[src/ofs_consts.svh]
// Contract
// - supply current channel triggers on peak OR average current flag
// - three identical channels: overdrive, underdrive, supply overload
// - fault rising edge starts a one second first pulse, high and low
// - first pulses of all channels ORed into the type 2 fault output
// - first pulse end starts a 2.4 second second pulse
// - repeat signal high only when first and second pulses overlap
// - each repeat signal ORed into the type 1 fault request
// - repeat signal sets that channel's fault status latch
// - no fault before second pulse ends returns channel to idle
// - lamp green idle, amber first pulse, off window, red on repeat
// - average current flag forwarded to the audio input stage
// - first pulse removes supply one second, its end arms repeats
// - red overload indication holds until manual status reset
`ifndef OFS_CONSTS_SVH
`define OFS_CONSTS_SVH

`define OFS_NUM_CH      3
`define OFS_CH_OVER     0
`define OFS_CH_UNDER    1
`define OFS_CH_CURR     2
`define OFS_CLK_MHZ     125
`define OFS_T1_MS       1000
`define OFS_T2_MS       2400
`define OFS_T1_CYCLES   (`OFS_T1_MS * 1000 * `OFS_CLK_MHZ)
`define OFS_T2_CYCLES   (`OFS_T2_MS * 1000 * `OFS_CLK_MHZ)
`define OFS_CNT_W       32
`define OFS_SYNC_RST    1'b0

`endif

[src/ofs_pkg.sv]
package ofs_pkg;

   // comparator flags as they arrive from the pins
   typedef struct packed {
      logic avg_cur;
      logic peak_cur;
      logic rf_under;
      logic rf_over;
   } ofs_flags_s;

   // colour sections of one bicolor lamp
   typedef struct packed {
      logic red;
      logic green;
   } ofs_lamp_s;

   typedef enum logic [1:0] {
      OFS_GREEN = 2'b00,
      OFS_AMBER = 2'b01,
      OFS_DARK  = 2'b10,
      OFS_RED   = 2'b11
   } ofs_lamp_e;

endpackage

[src/ofs_sync.sv]
`timescale 1ns/1ps
`default_nettype none
module ofs_sync #(
   parameter int unsigned WIDTH = 1
) (
   input  wire logic             clock_i,
   input  wire logic             sys_rst_i,
   input  wire logic [WIDTH-1:0] async_i,
   output logic      [WIDTH-1:0] sync_o
);

   logic [WIDTH-1:0] stage1;
   logic [WIDTH-1:0] stage2;
   logic [WIDTH-1:0] stage3;

   // ****************************************************************
   // three stages, output follows once stages two and three agree
   // ****************************************************************
   always_ff @(posedge clock_i or posedge sys_rst_i) begin
      if (sys_rst_i) begin
         stage1 <= '0;
         stage2 <= '0;
         stage3 <= '0;
      end else begin
         stage1 <= async_i;
         stage2 <= stage1;
         stage3 <= stage2;
      end
   end

   genvar b;
   generate
      for (b = 0; b < WIDTH; b++) begin : gen_bit
         always_ff @(posedge clock_i or posedge sys_rst_i) begin
            if (sys_rst_i) begin
               sync_o[b] <= 1'b0;
            end else if (stage2[b] == stage3[b]) begin
               sync_o[b] <= stage3[b];
            end
         end
      end
   endgenerate

endmodule
`default_nettype wire

[src/ofs_top.sv]
`timescale 1ns/1ps
`default_nettype none
`include "ofs_consts.svh"
module ofs_top
   import ofs_pkg::*;
#(
   parameter int unsigned NUM_CH    = `OFS_NUM_CH,
   parameter int unsigned CNT_W     = `OFS_CNT_W,
   parameter int unsigned T1_CYCLES = `OFS_T1_CYCLES,
   parameter int unsigned T2_CYCLES = `OFS_T2_CYCLES
) (
   input  wire logic              clock_i,
   input  wire logic              sys_rst_i,
   input  wire logic              rf_over_i,
   input  wire logic              rf_under_i,
   input  wire logic              peak_cur_i,
   input  wire logic              avg_cur_i,
   input  wire logic              status_reset_i,
   output logic                   type2_fault_o,
   output logic                   type1_fault_o,
   output logic                   avg_cur_fwd_o,
   output logic      [NUM_CH-1:0] lamp_red_o,
   output logic      [NUM_CH-1:0] lamp_green_o,
   output logic      [NUM_CH-1:0] fault_latch_o
);

   // ****************************************************************
   // pin synchronisation
   // ****************************************************************
   ofs_flags_s       flags_raw;
   ofs_flags_s       flags;
   logic             status_clr;

   assign flags_raw.rf_over  = rf_over_i;
   assign flags_raw.rf_under = rf_under_i;
   assign flags_raw.peak_cur = peak_cur_i;
   assign flags_raw.avg_cur  = avg_cur_i;

   ofs_sync #(
      .WIDTH     ($bits(ofs_flags_s))
   ) u_sync_flags (
      .clock_i   (clock_i),
      .sys_rst_i (sys_rst_i),
      .async_i   (flags_raw),
      .sync_o    (flags)
   );

   ofs_sync #(
      .WIDTH     (1)
   ) u_sync_clr (
      .clock_i   (clock_i),
      .sys_rst_i (sys_rst_i),
      .async_i   (status_reset_i),
      .sync_o    (status_clr)
   );

   // ****************************************************************
   // channel inputs
   // ****************************************************************
   wire logic [NUM_CH-1:0] chan_fault;
   wire logic              curr_fault;

   assign curr_fault = flags.peak_cur | flags.avg_cur;
   assign chan_fault[`OFS_CH_OVER]  = flags.rf_over;
   assign chan_fault[`OFS_CH_UNDER] = flags.rf_under;
   assign chan_fault[`OFS_CH_CURR]  = curr_fault;

   localparam logic [CNT_W-1:0] T1_LOAD = CNT_W'(T1_CYCLES);
   localparam logic [CNT_W-1:0] T2_LOAD = CNT_W'(T2_CYCLES);
   localparam logic [CNT_W-1:0] ONE     = CNT_W'(1);

   logic [NUM_CH-1:0] first_act;
   logic [NUM_CH-1:0] repeat_now;
   logic [NUM_CH-1:0] next_red;
   logic [NUM_CH-1:0] next_green;
   logic [NUM_CH-1:0] latch_q;

   // ****************************************************************
   // per channel timers, repeat detector, latch and lamp
   // ****************************************************************
   genvar ch;
   generate
      for (ch = 0; ch < NUM_CH; ch++) begin : gen_ch
         logic             fault_d;
         logic [CNT_W-1:0] t1_cnt;
         logic [CNT_W-1:0] t2_cnt;
         logic             latch;
         logic [CNT_W-1:0] next_t1;
         logic [CNT_W-1:0] next_t2;
         logic             next_latch;
         wire logic        trig;
         wire logic        t1_act;
         wire logic        t2_act;
         wire logic        t1_end;
         ofs_lamp_e        lamp_state;
         ofs_lamp_s        lamp;

         // rising edge of the synchronised flag
         assign trig   = chan_fault[ch] & ~fault_d;
         assign t1_act = (t1_cnt != '0);
         assign t2_act = (t2_cnt != '0);
         // first pulse ends without being restarted
         assign t1_end = (t1_cnt == ONE) & ~trig;

         // restart on every new edge
         assign next_t1 = trig   ? T1_LOAD :
                          t1_act ? t1_cnt - ONE : '0;
         assign next_t2 = t1_end ? T2_LOAD :
                          t2_act ? t2_cnt - ONE : '0;

         // window running out alone leaves nothing behind
         assign repeat_now[ch] = t1_act & t2_act;
         // set wins over a clear in the same cycle
         assign next_latch = repeat_now[ch] |
                             (latch & ~status_clr);

         assign first_act[ch] = t1_act;
         assign latch_q[ch]   = latch;

         always_ff @(posedge clock_i or posedge sys_rst_i) begin
            if (sys_rst_i) begin
               fault_d <= 1'b0;
               t1_cnt  <= '0;
               t2_cnt  <= '0;
               latch   <= 1'b0;
            end else if (status_clr) begin
               fault_d <= chan_fault[ch];
               t1_cnt  <= '0;
               t2_cnt  <= '0;
               latch   <= next_latch;
            end else begin
               fault_d <= chan_fault[ch];
               t1_cnt  <= next_t1;
               t2_cnt  <= next_t2;
               latch   <= next_latch;
            end
         end

         // lamp priority: red on latch or repeat, then first pulse, then window
         always_comb begin
            if (latch | repeat_now[ch]) begin
               lamp_state = OFS_RED;
            end else if (t1_act) begin
               lamp_state = OFS_AMBER;
            end else if (t2_act) begin
               lamp_state = OFS_DARK;
            end else begin
               lamp_state = OFS_GREEN;
            end
         end

         always_comb begin
            case (lamp_state)
               OFS_GREEN: begin
                  lamp = '{red: 1'b0, green: 1'b1};
               end
               OFS_AMBER: begin
                  lamp = '{red: 1'b1, green: 1'b1};
               end
               OFS_DARK: begin
                  lamp = '{red: 1'b0, green: 1'b0};
               end
               OFS_RED: begin
                  lamp = '{red: 1'b1, green: 1'b0};
               end
               default: begin
                  lamp = '{red: 1'b0, green: 1'b1};
               end
            endcase
         end

         assign next_red[ch]   = lamp.red;
         assign next_green[ch] = lamp.green;
      end
   endgenerate

   // ****************************************************************
   // combined fault requests
   // ****************************************************************
   wire logic next_type2;
   wire logic next_type1;

   // supply off for the length of any first pulse
   assign next_type2 = |first_act;
   assign next_type1 = |repeat_now;

   // ****************************************************************
   // output registers
   // ****************************************************************
   always_ff @(posedge clock_i or posedge sys_rst_i) begin
      if (sys_rst_i) begin
         type2_fault_o <= 1'b0;
         type1_fault_o <= 1'b0;
         avg_cur_fwd_o <= 1'b0;
         lamp_red_o    <= '0;
         lamp_green_o  <= '1;
         fault_latch_o <= '0;
      end else begin
         type2_fault_o <= next_type2;
         type1_fault_o <= next_type1;
         avg_cur_fwd_o <= flags.avg_cur;
         lamp_red_o    <= next_red;
         lamp_green_o  <= next_green;
         fault_latch_o <= latch_q;
      end
   end

endmodule
`default_nettype wire

[config.mk]
export PLATFORM = sky130hd
export DESIGN_NAME = ofs_top
export DESIGN_NICKNAME = d
export VERILOG_FILES = /design/src/ofs_pkg.sv /design/src/ofs_sync.sv /design/src/ofs_top.sv
export VERILOG_INCLUDE_DIRS = /design/src
export SDC_FILE = /design/constraint.sdc
export NUM_CORES = 1
export LEC_CHECK = 0
export ABC_AREA = 1
export BUFFER_PORTS_ARGS = -buffer_cell sky130_fd_sc_hd__buf_2
export CAP_MARGIN = 15
export CORE_AREA = 8 8 168 170
export DETAILED_ROUTE_END_ITERATION = 10
export DIE_AREA = 0 0 176 178
export GPL_TIMING_DRIVEN = 0
export PLACE_DENSITY = 0.67
export SYNTH_ARGS = -nofsm -noshare
export SYNTH_HDL_FRONTEND = slang
export SYNTH_SLANG_ARGS = --single-unit
[constraint.sdc]
create_clock -name clock_i -period 6.8 [get_ports clock_i]
set_input_delay 0.68 -clock clock_i [delete_from_list [all_inputs] [get_ports clock_i]]
set_output_delay 0.68 -clock clock_i [all_outputs]
set_load 0.02 [all_outputs]
; ---- After elaboration in Yosys (flattened, before gate mapping)
; Index checks and enable logic that the tools add are counted.
[totals]
reg_bits = 230
in_bits = 7
word_cells = 119
[op_classes]
addsub = 6
eq_ne = 17
muxes = 30
n_bitwise = 26
n_reduce_logical = 11
[op_table]
columns = operator, n
row1 = two-way mux 32 bit, 18
row2 = nonzero test 32 bit, 6
row3 = "subtractor 32 x 1 -> 32 bit, second input constant", 6
row4 = "== test 32 x 1 -> 1 bit, second input constant", 3
row5 = case mux 2 bit (4 select lines), 3
row6 = two-way mux 2 bit, 9
row7 = AND 1 bit, 12
row8 = "== test 2 bit, second input constant", 6
row9 = NOT 1 bit, 7
row10 = bitwise OR 1 bit, 7
row11 = "== test 2 x 1 -> 1 bit, second input constant", 3
row12 = zero test 2 bit, 3
row13 = OR reduction 3 bit, 2
row14 = == test 1 bit, 5

; ---- Depth between registers and ports, before layout
[logic_depth]
ltp_word = 6
mapped_depth = 11
ltp_nobuf = 11

; ---- Cells and area by module
; From an unflattened synthesis, not the netlist that was laid out.
[unflattened]
hier_cells = 1644
area_unflattened_um2 = 12846.1
[by_module_without_submodules]
columns = mod, n_inst, cells_each, area_each_um2, seq_area_each_um2
row1 = ofs_top, 1, 1602, 12256.8, 5258.8
row2 = ofs_sync at u_sync_flags, 1, 33, 469.2, 400.4
row3 = ofs_sync at u_sync_clr, 1, 9, 120.1, 100.1

; ---- Worst setup path before layout
; Ideal clock, no wire load.
[synth_path]
path_type = flip-flop to flip-flop
startpoint = register gen_ch[1].t1_cnt[0]
endpoint = register gen_ch[1].t1_cnt[30]
setup_ps = 115
arrival_time_ps = 1476
required_time_ps = 6685
path_slack_ps = 5208
stages_incl_launch_ff = 12
n_path_buf = 0
period_less_slack_ps = 1592
cell_sequence = dfrtp_1 > inv_1 > ha_1 > nand2_1 > nor2_4 > nand2_2 > nor2_4 > nand2_2 > inv_1 > nand2_1 > nor2_1 > nor2_1
[synth_between]
elab_chain_cells = 4
elab_cells_between_ends = 5
cone_classes = add/sub (1) / mux (3) / reduce/logical (1)
[synth_rtl]
columns = item, line_no
row1 = "start, declared", ofs_top.sv:85  ; logic [CNT_W-1:0] t1_cnt;
row2 = "start signal, assigned", ofs_top.sv:133  ; t1_cnt <= next_t1;
row3 = subtractor 32 x 1 -> 32 bit or nonzero test 32 bit (tied branches), "ofs_top.sv:107, ofs_top.sv:100"
row4 = two-way mux 32 bit *, ofs_top.sv:107  ; t1_act ? t1_cnt - ONE : '0;
row5 = two-way mux 32 bit *, ofs_top.sv:106  ; assign next_t1 = trig ? T1_LOAD :
row6 = two-way mux 32 bit *, ofs_top.sv:126  ; end else if (status_clr) begin
; Mark *: on every way between the ends. The rest lies on a longest branch, timed or not.
; A chain may end at the register's enable or synchronous reset.

; ---- Final worst setup path
[layout_path]
startpoint = register u_sync_clr.sync_o
endpoint = register gen_ch[2].t1_cnt[16]
[layout_between]
elab_chain_cells = 1
[layout_rtl]
columns = item, line_no
row1 = "start, declared", ofs_sync.sv:9  ; output logic [WIDTH-1:0] sync_o
row2 = "start signal, assigned by index", ofs_sync.sv:38  ; sync_o[b] <= stage3[b];
row3 = two-way mux 32 bit, ofs_top.sv:126
row4 = "end signal, assigned", ofs_top.sv:133
row5 = "end, declared", ofs_top.sv:85
; Every way passes these cells.

==> metrics.cfg <==
[final_layout]
num_antenna_cells = 0
final_cells = 2031
drive_above_1_share_pct = 9.49
synthToLayoutAreaGrowth_pct = 12.5
nets = 1699

[timing]
rsz0062_at_grt = false
clock_skew_ns = 0.0184
slew_headroom_pct = 59.0
hold_violations = 0
maxSlewViolCount = 0
fin_tns_setup_ns = 0
max_freq_mhz = 467
period_share_pct = 31.5
finalSetupViolations = 0
worst_slew_pin_slew_ns = 0.608
layout_min_cycle_time_ns = 2.14

[yosys]
synth_area_leaders = dfrtp_1, nor2_1, nand2_1
synth_cells = 1624
synth_area_sq_um = 12500
avgSynthCellArea_sq_um = 7.69
synth_cell_type_count = 38
syn-num-nets = 1646
yosys_warnings = 0
ys_seq_area_share_pct = 46.1
synthArstFlopShare_pct = 100
synth-seq-cells = 230
synth_edf_count = 0
synthFlopType = dfrtp_1
synth_top_area_share_pct = 45.5
synth.most_common_cell = nor2_1
synth_commonest_cells = nor2_1, nand2_1, dfrtp_1
yosysTopAreaCell = dfrtp_1

[worst_setup_path]
worst_path_max_delay_cell = clkinv_1
r2r_slack_ns = 4.66
crit_path_end_kind = register
path_class = register to register
critPathLaunch = u_sync_clr.sync_o
r2r_end = gen_ch[2].t1_cnt[16]
crit_end = gen_ch[2].t1_cnt[16]
cp.arrival_ns = 2.52
reg2reg_depth = 5
cp_slowest_stage_delay_ns = 0.47
startpoint_type = register
cp.required_ns = 7.18
crit_fanout = 10
path_cells = buf_2 -> clkinv_1 -> nand2_1 -> clkbuf_1 -> o21ai_0
r2r_start = u_sync_clr.sync_o

[drt]
first_pass_iters = 5
num_vias = 10081
antenna_left = 0
drtIter0Drc = 667
wire_per_inst_microns = 13.0
route.detailed.drc = 0
drt-total-wl_microns = 26400
viasPerCell = 4.96

[run_status]
run_status = finished clean

[global_routing]
top_usage_layer = met2
grt_max_degree = 43
grt_pass1_vias = 9999
grt_pass1_wl_microns = 46200
met1_usage_pct = 23.3
met2_usage_pct = 29.1
track_usage_pct = 17.4
overflow = 0
met3_usage_pct = 2.62
antenna_found_initial = 0

[floorplan]
dieArea_sq_um = 31300
die_w_microns = 176
die_y_microns = 178
rows = 59
core_sq_um = 25600
initial_core_util_pct = 48.7
pin_count = 19

[placed_design]
io_buffer_count = 18
dp_hpwl_microns = 19300
gp_congestion = 0.881
place_inst = 1983

[clocking]
holdBufCountCts = 0
clock_path_buffers = 3
clkTransAtPathRegs_ns = 0.06
root_buffer = clkbuf_16
postCtsSetupBuffers = 0
numCtsBuffers = 27
cts_tree = done
cts_num_sinks = 230
cts-resized-gates = 0
clk_latency_ns = 0.55
htree_levels = 1

[power_and_ir_drop]
power_per_cell_area_nw_per_um2 = 496
p_leak_nw = 7.08
peakVddDrop_uv = 385

[worst_hold_path]
hold_class = primary input to async pin

[flow_run]
max_cap_viol_count = 0

state kept, by name (all words and copies together), names as in the netlist:
signal	flops
type1_fault_o	1
u_sync_clr.stage1	1
gen_ch.t1_cnt	96
u_sync_flags.stage3	4
u_sync_clr.stage2	1
u_sync_clr.stage3	1
avg_cur_fwd_o	1
type2_fault_o	1
u_sync_flags.stage1	4
gen_ch.latch	3
lamp_green_o	3
gen_ch.t2_cnt	96
gen_ch.fault_d	3
u_sync_flags.sync_o	4
u_sync_flags.stage2	4
fault_latch_o	3
u_sync_clr.sync_o	1
lamp_red_o	3
cells in the final DEF (no fill, tap or decap), types with 3 or more instances in the layout:
cell	Yosys	routed
maj3_1	5	5
a21oi_1	10	10
a31oi_1	6	6
o21bai_4	3	3
inv_2	5	5
clkbuf_8	0	4
ha_1	15	15
dfstp_2	3	3
dfrtp_1	227	227
nand2_2	9	9
buf_6	4	4
nor2_1	436	436
xnor2_1	47	47
o21ai_0	46	46
bufinv_16	0	4
inv_1	153	152
buf_12	0	6
clkinvlp_4	0	3
or2_2	4	4
clkbuf_16	0	27
buf_2	1	19
o21bai_1	6	6
nand4_1	32	32
nand3_2	4	4
nand3_1	112	112
clkbuf_1	4	9
nor2_4	20	20
nor3_1	19	19
nor2_2	32	32
xor2_1	60	60
clkinv_2	0	4
and2_1	3	3
nand2_1	343	343
metal layers:
layer  vias up  part of all wire [%]
li1       5182                     -
met1      4690                    48
met2       164                    46
met3        45                   3.6
met4         0                   2.3
met5         -                     0
cell type report:
cell class,instances,area (sq um)
fillers,2332,11600
multi-input cells,1221,6030
flip-flops and latches,230,5760
clock buffers,36,749
inverters,162,622
well taps,335,419
repair buffers,24,210
clock inverters,12,184
plain buffers,11,80.1
metrics by stage:
step,setup WS [ns],hold WS (ns),power [W],cell area (sq um),util [%]
2_1_floorplan,3.11,0.331,0.00478,12500,-
3_3_place_gp,1.69,0.333,0.00539,13000,50.7
3_5_place_dp,4.68,0.335,0.00545,13100,51.2
4_1_cts,4.62,0.0441,0.00700,14100,54.9
5_1_grt,4.50,0.0510,0.00764,14100,54.9
6_report,4.66,0.0593,0.00697,14100,54.9
report_power, final:
group | switching (W) | internal, W
Combinational | 0.00218 | 0.00118
Sequential | 0.000364 | 0.00174
Clock | 0.000579 | 0.000928
kinds of logic (layout without fill, tap and decap cells):
kind of cell / after synthesis / count (layout) / share of synthesized area [%]
AO/OA/AOI/OAI: 71 / 71 / 3.36
adder cells (fa/ha/maj): 20 / 20 / 1.90
flip-flops: 230 / 230 / 46.1
XOR/XNOR: 107 / 107 / 7.50
buffers and inverters: 173 / 245 / 5.59
AND/OR/NAND/NOR: 1023 / 1023 / 35.5
worst min-delay path by stage:
stage | from | to | slack [ns]
after floorplan | u_sync_clr.stage1 | u_sync_clr.stage2 | 0.33
after global placement | u_sync_flags.stage1[2] | u_sync_flags.stage2[2] | 0.33
after detailed placement | u_sync_flags.stage1[0] | u_sync_flags.stage2[0] | 0.33
after CTS | sys_rst_i | gen_ch[1].t2_cnt[3] | 0.04
after global routing | sys_rst_i | gen_ch[1].t2_cnt[4] | 0.05
final | sys_rst_i | gen_ch[1].t2_cnt[3] | 0.06
worst max-delay path, delay by kind of cell (launching register included):
| kind | cells | cell delay [ns] |
|---|---|---|
| AO/OA/AOI/OAI | 1 | 0.20 |
| buffers and inverters | 3 | 1.21 |
| flip-flops | 1 | 0.31 |
| AND/OR/NAND/NOR | 1 | 0.26 |
Power figures use the tool's default switching activity.
